===== config.mk =====
export PLATFORM = sky130hd
export DESIGN_NAME = atc_top
export DESIGN_NICKNAME = d
export VERILOG_FILES = /design/src/hdl/atc_pkg.sv /design/src/hdl/atc_compare.sv /design/src/hdl/atc_top.sv
export SDC_FILE = /design/constraint.sdc
export NUM_CORES = 1
export LEC_CHECK = 0
export ABC_AREA = 1
export BUFFER_PORTS_ARGS = -buffer_cell sky130_fd_sc_hd__buf_2
export CAP_MARGIN = 5
export CELL_PAD_IN_SITES_DETAIL_PLACEMENT = 0
export CELL_PAD_IN_SITES_GLOBAL_PLACEMENT = 1
export CORE_AREA = 2 2 119 121
export CTS_BUF_LIST = sky130_fd_sc_hd__clkbuf_4
export DETAILED_ROUTE_END_ITERATION = 6
export DIE_AREA = 0 0 121 123
export PLACE_DENSITY = 0.89
export REMOVE_ABC_BUFFERS = 1
export SLEW_MARGIN = 20
export SYNTH_ARGS = -nofsm -noshare
export SYNTH_HDL_FRONTEND = slang
export SYNTH_HIERARCHICAL = 1
export SYNTH_SLANG_ARGS = --single-unit

===== constraint.sdc =====
create_clock -name clk_sys -period 4.7 [get_ports clk_sys]
set_clock_uncertainty 0.15 [all_clocks]
set_input_delay 0.705 -clock clk_sys [delete_from_list [all_inputs] [get_ports clk_sys]]
set_output_delay 0.705 -clock clk_sys [all_outputs]
set_load 0.01 [all_outputs]

===== src/hdl/atc_pkg.sv =====
// package: register map, field positions, reset values and timing for the converter control slice
`default_nettype none
package atc_pkg;
    localparam logic [3:0] OFS_CTRL_ONE = 4'h0;
    localparam logic [3:0] OFS_CTRL_TWO = 4'h1;
    localparam logic [3:0] OFS_CTRL_THREE = 4'h2;
    localparam logic [3:0] OFS_PIN_LOW = 4'h3;
    localparam logic [3:0] OFS_PIN_MID = 4'h4;
    localparam logic [3:0] OFS_RESULT_LO = 4'h5;
    localparam logic [3:0] OFS_RESULT_HI = 4'h6;
    localparam logic [3:0] OFS_CMPV_LO = 4'h7;
    localparam logic [3:0] OFS_CMPV_HI = 4'h8;
    localparam logic [3:0] OFS_IRQ_STATUS = 4'h9;
    localparam logic [3:0] OFS_IRQ_MASK = 4'hA;
    localparam int BIT_ACTIVE = 7;
    localparam int BIT_TRIG_SEL = 6;
    localparam int BIT_CMP_EN = 5;
    localparam int BIT_CMP_GE = 4;
    localparam int BIT_CONT_EN = 3;
    localparam int BIT_CHAN_OFF = 7;
    localparam logic [7:0] CTRL_TWO_WMASK = 8'h74;
    localparam logic [7:0] CTRL_THREE_WMASK = 8'h08;
    localparam logic [7:0] RST_BYTE = 8'h00;
    localparam logic [7:0] RST_CTRL_ONE = 8'h80;
    localparam int IRQ_DONE = 0;
    localparam int IRQ_CMP = 1;
    localparam int IRQ_ABORT = 2;
    localparam int IRQ_BITS = 3;
    localparam int CLK_MHZ = 125;
    localparam int CONV_TIME_NS = 2500;
    localparam int CONV_CYCLES = (CONV_TIME_NS * CLK_MHZ + 999) / 1000;
    typedef enum logic [1:0] {ATC_IDLE, ATC_CONV, ATC_DONE} atc_state_t;
endpackage
`default_nettype wire


===== src/hdl/atc_compare.sv =====
// result comparator: less-than or greater-or-equal against the compare value
`default_nettype none
module atc_compare #(
    parameter int WIDTH = 12
) (
    input wire logic [WIDTH-1:0] result,
    input wire logic [WIDTH-1:0] compare_value,
    input wire logic compare_greater_equal,
    output logic hit
);
    always_comb begin
        if (compare_greater_equal) begin
            hit = (result >= compare_value);
        end else begin
            hit = (result < compare_value);
        end
    end
endmodule
`default_nettype wire


===== src/hdl/atc_top.sv =====
// conversion control, trigger, compare, pin detach and interrupt logic of the converter slice
//
// What this block does
// - conversion_active bit 7 sets at conversion start, clears one cycle after a non-continuous finish, or on abort.
// - trigger_select 0: a write to conversion_control_one with bit 7 zero starts a conversion.
// - trigger_select 1: hardware_trigger_in starts conversions, register writes do not.
// - result compare runs only while compare_enable bit 5 is one.
// - compare_greater_equal one: compare true when result >= compare value.
// - compare_greater_equal zero: compare true only when result < compare value.
// - continuous_enable bit 3 zero: one conversion per start; one: keep converting.
// - reserved bits of conversion_control_three written zero; only bit 3 functions.
// - analog_pin_select_low bit n detaches analog channel n, channels 0-7.
// - analog_pin_select_mid bit n detaches analog channel n+8, channels 8-15.
// - pin-control bit zero keeps port control; one disables port control.
// - detached pin: output hi-z, input buffer and pullup off, port reads zero.
// - hardware mode starts on rising trigger edge; edges during conversion ignored.
// - continuous mode restarts after each result; only first hardware edge launches.
//
// The plain strobed port and the register addresses were chosen for this implementation.
`default_nettype none
module atc_top #(
    parameter int RES_WIDTH = 12,
    parameter int NUM_CHAN = 16,
    parameter int CONV_CYCLES = atc_pkg::CONV_CYCLES
) (
    input wire logic clk_sys,
    input wire logic sys_rst,
    input wire logic [3:0] reg_addr,
    input wire logic [7:0] reg_wdata,
    input wire logic reg_wr,
    input wire logic reg_rd,
    output logic [7:0] reg_rdata,
    input wire logic hardware_trigger_in,
    input wire logic [RES_WIDTH-1:0] analog_result,
    output logic sample_strobe,
    output logic [4:0] channel_select,
    input wire logic [NUM_CHAN-1:0] port_out_data,
    input wire logic [NUM_CHAN-1:0] port_out_enable,
    input wire logic [NUM_CHAN-1:0] port_pullup_enable,
    input wire logic [NUM_CHAN-1:0] pin_in_level,
    output logic [NUM_CHAN-1:0] pin_out,
    output logic [NUM_CHAN-1:0] pin_oe,
    output logic [NUM_CHAN-1:0] pin_pullup,
    output logic [NUM_CHAN-1:0] pin_input_enable,
    output logic [NUM_CHAN-1:0] port_read_data,
    output logic compare_hit,
    output logic irq
);
    localparam logic [15:0] CONV_LAST = 16'(CONV_CYCLES - 1);

    ////////////////////////////////////////////////////////////////////////////
    // register state
    logic [7:0] ctrl_one_reg;
    logic [7:0] ctrl_one_next;
    logic [7:0] ctrl_two_reg;
    logic [7:0] ctrl_two_next;
    logic [7:0] ctrl_three_reg;
    logic [7:0] ctrl_three_next;
    logic [7:0] pin_low_reg;
    logic [7:0] pin_low_next;
    logic [7:0] pin_mid_reg;
    logic [7:0] pin_mid_next;
    logic [RES_WIDTH-1:0] result_reg;
    logic [RES_WIDTH-1:0] result_next;
    logic [RES_WIDTH-1:0] cmpv_reg;
    logic [RES_WIDTH-1:0] cmpv_next;
    logic [atc_pkg::IRQ_BITS-1:0] irq_status_reg;
    logic [atc_pkg::IRQ_BITS-1:0] irq_status_next;
    logic [atc_pkg::IRQ_BITS-1:0] irq_mask_reg;
    logic [atc_pkg::IRQ_BITS-1:0] irq_mask_next;
    logic [7:0] rdata_reg;
    logic [7:0] rdata_next;

    ////////////////////////////////////////////////////////////////////////////
    // conversion engine state
    atc_pkg::atc_state_t state_reg;
    atc_pkg::atc_state_t state_next;
    // wide enough for microsecond conversions at a fast bus clock
    logic [15:0] count_reg;
    logic [15:0] count_next;
    logic trig_prev_reg;
    logic trig_prev_next;
    logic hit_reg;
    logic hit_next;

    ////////////////////////////////////////////////////////////////////////////
    // decoded controls and events
    logic trig_sel;
    logic cont_en;
    logic wr_one;
    logic trig_rise;
    logic start_req;
    logic finish;
    logic abort_req;
    logic raw_hit;
    logic [7:0] rd_mux;

    assign trig_sel = ctrl_two_reg[atc_pkg::BIT_TRIG_SEL];
    assign cont_en = ctrl_three_reg[atc_pkg::BIT_CONT_EN];
    assign wr_one = reg_wr && (reg_addr == atc_pkg::OFS_CTRL_ONE);
    // hardware trigger is taken as synchronous, so a plain edge detector suffices
    assign trig_rise = hardware_trigger_in && !trig_prev_reg;

    ////////////////////////////////////////////////////////////////////////////
    // compare
    atc_compare #(
        .WIDTH(RES_WIDTH)
    ) u_compare (
        .result(analog_result),
        .compare_value(cmpv_reg),
        .compare_greater_equal(ctrl_two_reg[atc_pkg::BIT_CMP_GE]),
        .hit(raw_hit)
    );

    ////////////////////////////////////////////////////////////////////////////
    // conversion control
    always_comb begin
        start_req = 1'b0;
        abort_req = 1'b0;
        if (wr_one) begin
            // any write to control one ends a running conversion
            abort_req = (state_reg != atc_pkg::ATC_IDLE);
            if (!trig_sel && !reg_wdata[atc_pkg::BIT_CHAN_OFF]) begin
                start_req = 1'b1;
            end
        end else if (trig_sel && trig_rise && state_reg == atc_pkg::ATC_IDLE) begin
            start_req = 1'b1;
        end
    end

    assign finish = (state_reg == atc_pkg::ATC_CONV) && (count_reg == CONV_LAST);

    always_comb begin
        state_next = state_reg;
        count_next = count_reg;
        trig_prev_next = hardware_trigger_in;
        hit_next = hit_reg;
        if (start_req) begin
            state_next = atc_pkg::ATC_CONV;
            count_next = 16'h0000;
        end else if (abort_req) begin
            state_next = atc_pkg::ATC_IDLE;
        end else begin
            unique case (state_reg)
                atc_pkg::ATC_IDLE: begin
                end
                atc_pkg::ATC_CONV: begin
                    count_next = count_reg + 16'h0001;
                    if (finish) begin
                        state_next = atc_pkg::ATC_DONE;
                    end
                end
                atc_pkg::ATC_DONE: begin
                    // hardware edges are ignored here: restarts come from continuous mode or a software start write to control one
                    if (cont_en) begin
                        state_next = atc_pkg::ATC_CONV;
                        count_next = 16'h0000;
                    end else begin
                        state_next = atc_pkg::ATC_IDLE;
                    end
                end
                default: begin
                    state_next = atc_pkg::ATC_IDLE;
                end
            endcase
        end
        if (finish) begin
            hit_next = ctrl_two_reg[atc_pkg::BIT_CMP_EN] && raw_hit;
        end
    end

    always_ff @(posedge clk_sys) begin
        if (sys_rst) begin
            state_reg <= atc_pkg::ATC_IDLE;
            count_reg <= 16'h0000;
            trig_prev_reg <= 1'b0;
            hit_reg <= 1'b0;
        end else begin
            state_reg <= state_next;
            count_reg <= count_next;
            trig_prev_reg <= trig_prev_next;
            hit_reg <= hit_next;
        end
    end

    assign sample_strobe = finish;
    assign channel_select = ctrl_one_reg[4:0];
    assign compare_hit = hit_reg;

    ////////////////////////////////////////////////////////////////////////////
    // registers and interrupt status
    always_comb begin
        logic [atc_pkg::IRQ_BITS-1:0] ev;
        ev = '0;
        ctrl_one_next = ctrl_one_reg;
        ctrl_two_next = ctrl_two_reg;
        ctrl_three_next = ctrl_three_reg;
        pin_low_next = pin_low_reg;
        pin_mid_next = pin_mid_reg;
        result_next = result_reg;
        cmpv_next = cmpv_reg;
        irq_mask_next = irq_mask_reg;
        irq_status_next = irq_status_reg;
        if (reg_wr) begin
            unique case (reg_addr)
                atc_pkg::OFS_CTRL_ONE: begin
                    ctrl_one_next = reg_wdata;
                end
                // reserved bits and the active flag are masked off on write
                atc_pkg::OFS_CTRL_TWO: begin
                    ctrl_two_next = reg_wdata & atc_pkg::CTRL_TWO_WMASK;
                end
                atc_pkg::OFS_CTRL_THREE: begin
                    ctrl_three_next = reg_wdata & atc_pkg::CTRL_THREE_WMASK;
                end
                atc_pkg::OFS_PIN_LOW: begin
                    pin_low_next = reg_wdata;
                end
                atc_pkg::OFS_PIN_MID: begin
                    pin_mid_next = reg_wdata;
                end
                atc_pkg::OFS_CMPV_LO: begin
                    cmpv_next[7:0] = reg_wdata;
                end
                // upper write bits beyond the result width are dropped
                atc_pkg::OFS_CMPV_HI: begin
                    cmpv_next[RES_WIDTH-1:8] = reg_wdata[RES_WIDTH-9:0];
                end
                // only a written one clears a status bit, reads have no side effect
                atc_pkg::OFS_IRQ_STATUS: begin
                    irq_status_next = irq_status_reg & ~reg_wdata[atc_pkg::IRQ_BITS-1:0];
                end
                atc_pkg::OFS_IRQ_MASK: begin
                    irq_mask_next = reg_wdata[atc_pkg::IRQ_BITS-1:0];
                end
                default: begin
                end
            endcase
        end

        if (finish) begin
            result_next = analog_result;
            ev[atc_pkg::IRQ_DONE] = 1'b1;
            ev[atc_pkg::IRQ_CMP] = ctrl_two_reg[atc_pkg::BIT_CMP_EN] && raw_hit;
        end
        ev[atc_pkg::IRQ_ABORT] = abort_req && !start_req;
        // set wins over a clear in the same cycle
        irq_status_next = irq_status_next | ev;
    end


    ////////////////////////////////////////////////////////////////////////////
    // read data
    always_comb begin
        rd_mux = 8'h00;
        unique case (reg_addr)
            atc_pkg::OFS_CTRL_ONE: begin
                rd_mux = ctrl_one_reg;
            end
            // the active flag is live state, not a stored bit
            atc_pkg::OFS_CTRL_TWO: begin
                rd_mux = ctrl_two_reg;
                rd_mux[atc_pkg::BIT_ACTIVE] = (state_reg != atc_pkg::ATC_IDLE);
            end
            atc_pkg::OFS_CTRL_THREE: begin
                rd_mux = ctrl_three_reg;
            end
            atc_pkg::OFS_PIN_LOW: begin
                rd_mux = pin_low_reg;
            end
            atc_pkg::OFS_PIN_MID: begin
                rd_mux = pin_mid_reg;
            end
            atc_pkg::OFS_RESULT_LO: begin
                rd_mux = result_reg[7:0];
            end
            atc_pkg::OFS_RESULT_HI: begin
                rd_mux = 8'(result_reg[RES_WIDTH-1:8]);
            end
            atc_pkg::OFS_CMPV_LO: begin
                rd_mux = cmpv_reg[7:0];
            end
            atc_pkg::OFS_CMPV_HI: begin
                rd_mux = 8'(cmpv_reg[RES_WIDTH-1:8]);
            end
            atc_pkg::OFS_IRQ_STATUS: begin
                rd_mux = 8'(irq_status_reg);
            end
            atc_pkg::OFS_IRQ_MASK: begin
                rd_mux = 8'(irq_mask_reg);
            end
            default: begin
                rd_mux = 8'h00;
            end
        endcase
        // idle bus reads as zero so a wired-or bus needs no extra gating
        rdata_next = reg_rd ? rd_mux : 8'h00;
    end


    always_ff @(posedge clk_sys) begin
        if (sys_rst) begin
            ctrl_one_reg <= atc_pkg::RST_CTRL_ONE;
            ctrl_two_reg <= atc_pkg::RST_BYTE;
            ctrl_three_reg <= atc_pkg::RST_BYTE;
            pin_low_reg <= atc_pkg::RST_BYTE;
            pin_mid_reg <= atc_pkg::RST_BYTE;
            result_reg <= '0;
            cmpv_reg <= '0;
            irq_status_reg <= '0;
            irq_mask_reg <= '0;
            rdata_reg <= 8'h00;
        end else begin
            ctrl_one_reg <= ctrl_one_next;
            ctrl_two_reg <= ctrl_two_next;
            ctrl_three_reg <= ctrl_three_next;
            pin_low_reg <= pin_low_next;
            pin_mid_reg <= pin_mid_next;
            result_reg <= result_next;
            cmpv_reg <= cmpv_next;
            irq_status_reg <= irq_status_next;
            irq_mask_reg <= irq_mask_next;
            rdata_reg <= rdata_next;
        end
    end

    assign reg_rdata = rdata_reg;
    assign irq = |(irq_status_reg & irq_mask_reg);

    ////////////////////////////////////////////////////////////////////////////
    // pin detach per channel
    logic [15:0] detach;
    assign detach = {pin_mid_reg, pin_low_reg};

    genvar ch;
    generate
        for (ch = 0; ch < NUM_CHAN; ch++) begin : g_pin
            // detached pins float so the analog input sees no digital load
            assign pin_oe[ch] = port_out_enable[ch] && !detach[ch];
            assign pin_out[ch] = port_out_data[ch] && !detach[ch];
            assign pin_pullup[ch] = port_pullup_enable[ch] && !detach[ch];
            assign pin_input_enable[ch] = !detach[ch];
            assign port_read_data[ch] = pin_in_level[ch] && !detach[ch];
        end
    endgenerate
endmodule
`default_nettype wire


* Word-level counts from Yosys, hierarchy flattened
Cells that the tools add are included.
** Operators by class
- Add/subtract/negate cells :: 1
- Order comparisons :: 2
- Bitwise operators :: 7
- Mux-type cells :: 16
- Reductions and logical operators :: 111
- Equality and inequality tests :: 17
** Operators by type and width (number)
- 8-bit case mux with 11 select lines :: 1
- 1-bit logical AND :: 72
- 16-bit case mux with 2 select lines :: 1
- 1-bit zero test :: 20
- 2-bit AND reduction :: 10
- 16-bit by 1-bit adder with 16-bit output, second input constant :: 1
- 16-bit by 9-bit equality test with 1-bit output, second input constant :: 1
- 4-bit by 3-bit equality test with 1-bit output, second input constant :: 4
- 16-bit two-way mux :: 1
- 4-bit equality test, second input constant :: 3
- 12-bit >= comparator :: 1
- 12-bit < comparator :: 1
- 4-bit by 2-bit equality test with 1-bit output, second input constant :: 2
- 1-bit two-way mux :: 8
- 3-bit AND :: 2
- 3-bit two-way mux :: 2
- 2-bit case mux with 3 select lines :: 1
- 3-bit OR reduction :: 2
- 4-bit by 1-bit equality test with 1-bit output, second input constant :: 1
- 4-bit zero test :: 1
- 2-bit two-way mux :: 2
- 2-bit != test, second input constant :: 2
- 4-bit != test, second input constant :: 1
- 2-bit nonzero test :: 2
- 9 further kinds :: 12
** Word-level totals
- Word-level logic and storage cells :: 170
- Output and inout port bits :: 96
- Input bits :: 93
- Bits in registers :: 87

* Longest topological paths before layout
Gate-level depths: netlist (run 1).
- Depth in word-level cells :: 9
- Gate-level depth with buffers :: 16
- Depth with buffers taken out :: 16

* Hierarchy
Netlist (run 1), hierarchy kept.
** Modules (own cells, without submodules)
- atc_top :: cells each 711, area each 4565.6 um^2, instances 1, sequential area each 1741.7 um^2
- atc_compare :: cells each 69, area each 400.4 um^2, instances 1, sequential area each 0.0 um^2

* Worst setup path before layout (run 1)
OpenSTA, ideal clock, no wires.
- Kind :: input-to-reg
- From :: input analog_result[11]
- To :: register hit_reg (netlist: compare_hit)
- Library setup time :: 70 ps
- Path buffers :: 0
- Arrival :: 1831 ps
- Required time :: 4480 ps
- Slack :: 2648 ps
- Cell stages on the path :: 12
- Cell sequence :: ha_1 -> nand2_2 -> nor2_4 -> and2_4 -> nand2_2 -> nand3_1 -> nand2_1 -> inv_1 -> nand2_1 -> inv_1 -> nand4_1 -> a21oi_1
** On the way
- Cells in the longest elaborated chain, start to end :: 3
- Elaborated cells on any way between the ends :: 4
- Those cells by class :: 2 x order compare; 1 x mux; 1 x reduce/logical
** RTL lines
- from (decl) :: RTL line atc_top.sv:34 : input wire logic [RES_WIDTH-1:0] analog_result,
- 12-bit < comparator / 12-bit >= comparator (equally long branches) :: RTL line atc_compare.sv:15, atc_compare.sv:13
- 1-bit two-way mux (*) :: RTL line atc_compare.sv:12 : if (compare_greater_equal) begin
- via raw_hit :: RTL line atc_top.sv:95 : logic raw_hit;
- 1-bit logical AND (*) :: RTL line atc_top.sv:168 : hit_next = ctrl_two_reg[atc_pkg::BIT_CMP_EN] && raw_hit;
- to (signal assigned) :: RTL line atc_top.sv:182 : hit_reg <= hit_next;
- to (decl) :: RTL line atc_top.sv:83 : logic hit_reg;
The timed path passes the listed nets; every way through them passes the cells marked *.
A chain may end at the register's enable or synchronous reset.

* Worst setup path after layout (run 1)
- From :: register count_reg[6]
- To :: output sample_strobe
** On the way
- Cells in the longest elaborated chain, start to end :: 2
** RTL lines
- from (decl) :: RTL line atc_top.sv:79 : logic [15:0] count_reg;
- from (signal assigned) :: RTL line atc_top.sv:180 : count_reg <= count_next;
- 16-bit by 9-bit equality test with 1-bit output :: RTL line atc_top.sv:131 : assign finish = (state_reg == atc_pkg::ATC_CONV) && (count_reg == CONV_LAST);
- 1-bit logical AND :: RTL line atc_top.sv:131
- to (decl) :: RTL line atc_top.sv:35 : output logic sample_strobe,
Every way passes these cells.

==> metrics, run 1 <==
row count 43; leakage 2.978 nW; placed cell count 1128; initial antenna violation count 1; largest net degree at the start of global routing 34; drt initial violations 287; Final Util 0.4513; worst skew pair latency 450 ps; Setup CP Type reg2out; post-route ant nets 0; clock share of power 0.295; clk buf depth 2; synthesized area per cell 6.367 µm²; max-slew violation count 0; Sw Ratio 0.3030; root buf cell clkbuf_4; Comb pwr share 0.179; H-tree depth 3; area of the mapped netlist 0.004966 mm²; hold depth 2; GR Overflow Total 0; Die Area 0.01488 mm²; post-detailed-route DRC marker count 0; Max rail drop VDD 94.90 µV; WHS 312.6 ps; crit end category output pin; slew margin rel. 0.3908; Chip Height 123 µm; routed wire length 16220 µm; TritonCTS clock tree done; final hold violation count 0; post-synth cell types 35; number of synthesized flops with an enable pin 0; max reg flops 16; Inserted Clock Buffers 9; routed len/inst 14.18 µm; clk slew on worst S/H paths 140 ps; P_int 1.006 mW; vias 5324; CP startpoint kind flop; first-pass GRT wire length 24540 µm; die width 121 µm; Flop pwr share 0.526; Reg area 0.001742 mm²; fill count 1489; DP Wirelength 12940 µm; worst path required time 3850 ps; non-filler instance count after layout 1144; Initial Util 0.3648; Seq/Total Area, Yosys 0.3507; Area growth, synth to finish 23.71%; critical-path maximum fanout 4; Psw 437.3 µW; setup bufs post-CTS 0; I/O Buffers 188; cells on worst reg2reg path 7; fmax 382.5 MHz; flops & latches, synth 87; Data arrival, critical path 1760 ps; area of the multi-input gates 0.002417 mm²; Worst-Margin Slew 911.2 ps; Ports 189; setup TNS 0 ps; post-synthesis cell count 780; GRT Total Usage 0.2120; NumNets Final 1069; vias in the first global route 4800; CORE AREA 0.01361 mm²; RSZ-0062 raised after global routing false; post-cts sizing count 0; PwrDens 234.9 mW/mm²; fraction of registers with async set/reset 0; number of setup violations in the final report 0; DR vias/cell 4.654; Synth Flop Type dfxtp_1; yosys warns 6; DRT Pass-1 Iters 5; fin crit share 0.5563; status completed; CTS Hold Buffers Added 0; Sink Count 87; final total power 1.443 mW; Final min period 2614 ps; layout cell share with drive strength beyond 1 0.2305; GPL Wtd Cong 0.8427; max cap viols 0; Hold Path Class reg2reg
[cell usage after synthesis, types with 9 or more instances]
library cell / count / area share
inv_1: 179 / 0.14
a21oi_1: 70 / 0.071
o22ai_1: 18 / 0.023
o21ai_0: 57 / 0.057
clkbuf_1: 9 / 0.0068
nand3_1: 34 / 0.034
nor3_1: 10 / 0.010
dfxtp_1: 87 / 0.35
nand2_1: 122 / 0.092
ha_1: 17 / 0.043
nand4_1: 10 / 0.013
nor2_1: 122 / 0.092
[layer usage]
| layer | share of wire | routed length, µm | track usage |
|---|---|---|---|
| met1 | 0.42 | 6742 | 0.2532 |
| met3 | 0.070 | 1140 | 0.04382 |
| met4 | 0.018 | 297 | 0.06177 |
| met2 | 0.50 | 8043 | 0.3831 |
| met5 | 0 | 0 | 0 |
[cells in the final DEF, fill, tap and decap left out, types with 2 or more instances in the layout]
master,count
a21oi_1,70
nor2_4,4
o22ai_1,18
buf_2,188
nand2_2,5
clkbuf_4,9
nor2_1,122
clkinv_1,3
a21oi_2,2
clkinvlp_4,2
dfxtp_1,87
nor3_1,10
ha_1,17
inv_1,179
nand3_1,34
nand2_1,122
nand3_2,2
o21ai_1,3
a31oi_1,4
o21ai_0,57
nand4_1,10
[final timing paths]
kind            startpoint       endpoint  slack (ps)
max           count_reg[6]  sample_strobe        2090
min          result_reg[1]  result_reg[1]         310
max reg2reg   count_reg[0]  result_reg[5]        2420
min reg2reg  result_reg[1]  result_reg[1]         310
[power by group through the flow]
stage	sequential, mW	combinational (mW)	clock [mW]
after floorplan	0.773	0.136	0
after global placement	0.775	0.259	0
after detailed placement	0.775	0.260	0
after CTS	0.759	0.261	0.431
after global routing	0.761	0.293	0.466
final	0.759	0.259	0.425
[cell type report]
| cell class | instances | area share |
|---|---|---|
| multi-input cells | 491 | 0.3935 |
| well taps | 180 | 0.03666 |
| inverters | 181 | 0.1106 |
| diodes | 1 | 0.0004073 |
| flip-flops and latches | 87 | 0.2835 |
| repair buffers | 189 | 0.1544 |
| clock buffers | 9 | 0.01100 |
| clock inverters | 6 | 0.009980 |
[critical path, stage by stage (launching register included)]
cell,delay [ps]
dfxtp_1,370
or2_2,310
nor3_1,150
nand2_1,60
nor4_1,230
buf_2,190
[kinds of logic (layout without fill, tap and decap cells)]
family,Yosys count,count (layout),share of synthesized area
buffers and inverters,202,385,0.1625
adders and majority gates,17,17,0.04283
DFF,87,87,0.3507
other,0,1,0
and+or+nand+nor,316,316,0.2736
AOI/OAI and AO/OA,158,158,0.1703
[stage by stage]
stage / setup slack (ps) / area, µm²
after floorplan: 2649 / 4838
after global placement: 2219 / 6012
after detailed placement: 2234 / 6012
after CTS: 2042 / 6141
after global routing: 1956 / 6143
final: 2086 / 6143
(Power assumes the default switching activity.)
==> run 2, diff against run 1 <==
Settings changed: CORE_AREA 2 2 119 121 to 2 2 124 126, DIE_AREA 0 0 121 123 to 0 0 126 128, PLACE_DENSITY 0.89 to 0.83.
Clock period 4.7 ns to 2.6 ns, I/O delays scaled along.
==> metrics, run 2 (synthesized netlist as in run 1, its figures left out) <==
Buf/Inv on CP 1 (unchanged); die width 126 µm (+4.1%); Placed Area 0.006067 mm² (+0.92%); Area growth, synth to finish 25.30%; Setup WS pre-CTS 434.4 ps (-1799 ps); Initial Util 0.3341 (-0.03074); non-filler instance count after layout 1160 (+1.4%); placed cell count 1142 (+1.2%); number of setup violations in the final report 0 (unchanged); Worst R2R Setup Slack 520 ps (-1900 ps); H-tree depth 3 (unchanged); initial antenna violation count 1 (unchanged); Cell Chain, Critical Path or2_2 -> nor3_1 -> nand2_1 -> nor4_1 -> buf_2; fin crit share 0.9239; DP Wirelength 13500 µm (+4.4%); RSZ-0062 raised after global routing false; post-detailed-route DRC marker count 0 (unchanged); final hold violation count 0 (unchanged); RR Startpoint cmpv_reg[6]; P_int 1.848 mW (+84%); Sw Ratio 0.3102 (+0.007230); slew margin rel. 0.6491 (+0.2583); CP top delay family simple AND/OR/NAND/NOR gates; layout cell share with drive strength beyond 1 0.2369 (+0.006340); final non-filler cell area 0.006222 mm² (+1.3%); final worst slack 197.8 ps (-1888 ps); routed len/inst 14.71 µm (+3.7%); drt initial violations 359 (+25%); post-route ant nets 0 (unchanged); Hold Path Class in2reg; PwrDens 430.6 mW/mm² (+83%); r2r endpoint compare_hit; leakage 3.022 nW (+1.5%); clock share of power 0.309 (+0.014); DR vias/cell 4.708 (+1.2%); Final min period 2402 ps; Setup CP Type reg2out; status completed; root buf cell clkbuf_4; commonest cells after routing, fill and taps aside buf_2 (188), inv_1 (179), nand2_1 (122), nor2_1 (122), dfxtp_1 (87); fmax 416.3 MHz; clk buf depth 2 (unchanged); Data arrival, critical path 1860 ps (+100 ps); setup bufs post-CTS 0 (unchanged); GRT Total Usage 0.2036 (-0.008310); Inserted Clock Buffers 9 (unchanged); Worst-Margin Slew 525.7 ps (-385.4 ps); Comb pwr share 0.179 (about the same); Hold Crit Start analog_result[11]; worst skew pair latency 460 ps (about the same); Worst Hold End result_reg[11]; GR Overflow Total 0 (unchanged); CORE AREA 0.01486 mm² (+9.2%); Die Area 0.01613 mm² (+8.4%); max cap viols 0 (unchanged); largest net degree at the start of global routing 27 (-21%); Flop pwr share 0.512 (-0.014); worst path required time 2060 ps (-1790 ps); Chip Height 128 µm (+4.1%); GPL Wtd Cong 0.8749 (+3.8%); max reg flops 16 (unchanged); max-slew violation count 0 (unchanged); WHS 58.21 ps (-254.4 ps); NumNets Final 1076 (+0.65%); vias 5461 (+2.6%); vias in the first global route 4852 (+1.1%); TritonCTS clock tree done; critical-path maximum fanout 6 (+2); cells on worst reg2reg path 13 (+6); row count 45 (+4.7%); commonest non-fill, non-tap cell in the layout buf_2; crit end category output pin; setup TNS 0 ps (unchanged); hold depth 3 (+1); Sink Count 87 (unchanged); clk slew on worst S/H paths 150 ps (about the same); routed wire length 17070 µm (+5.2%); Ports 189 (unchanged); CP max stage cell dfxtp_1; I/O Buffers 188 (unchanged); CP peak stage delay 380 ps (about the same); first-pass GRT wire length 25780 µm (+5.1%); CP startpoint kind flop; Psw 831.3 µW (+90%); DRT Pass-1 Iters 5 (unchanged); Max rail drop VDD 185.0 µV (+95%)
==> run 2: changes by cell type in the layout (fill, tap and decap cells not counted), sizes merged <==
cell,before,now
inv,181,182
clkinvlp,2,1
clkbuf,9,10
dlygate4sd3,0,1
buf,189,195
==> run 2: tightest hold or removal path, delay by kind of cell <==
family | cells | cell delay, ps
AOI/OAI and AO/OA | 2 | 150
buffers and inverters | 1 | 90
==> run 2: metal layers <==
layer  global-route usage  share of wire  vias to the layer above
li1                     -              -                     2808
met1               0.2625           0.45                     2429
met2               0.3561           0.48                      198
met3              0.02713          0.054                       26
met4              0.06012          0.018                        0
met5                    0              0                        -
==> run 2: repair_timing <==
item,in CTS,in global routing
endpoints found under the hold margin,1,0
gates resized for setup,0,0
hold buffers,1,0
==> run 2: metrics by stage <==
stage               total power [mW]    util
global route                   2.809  0.4186
finish                         2.680  0.4186
CTS                            2.704  0.4184
global placement               1.876  0.4082
floorplan                      1.642       -
detailed placement             1.880  0.4082
==> run 2: area by class of cell <==
class                      instances  area (µm²)
timing repair buffer             196        1003
multi-input combinational        491        2417
inverter                         181       679.4
tap                              188       235.2
fill                            1645        8642
sequential                        87        1742
clock inverter                     6       67.56
antenna                            1       2.502
clock buffer                      10       75.07
==> run 2: worst max path at each step <==
stage | from | cells after the start | slack (ps) | end
CTS | count_reg[7] | 5 | 230 | sample_strobe
global placement | reg_addr[3] | 7 | 480 | pin_low_reg[1]
detailed placement | reg_addr[3] | 7 | 430 | pin_low_reg[0]
global route | count_reg[7] | 5 | 140 | sample_strobe
floorplan | count_reg[0] | 7 | 800 | result_reg[0]
finish | count_reg[7] | 5 | 200 | sample_strobe
==> run 2: power by group through the flow <==
stage	Sequential (mW)	Clock, mW	Combinational, mW
2_1_floorplan	1.40	0	0.246
3_3_place_gp	1.40	0	0.476
3_5_place_dp	1.40	0	0.479
4_1_cts	1.37	0.850	0.482
5_1_grt	1.38	0.900	0.533
6_report	1.37	0.828	0.480
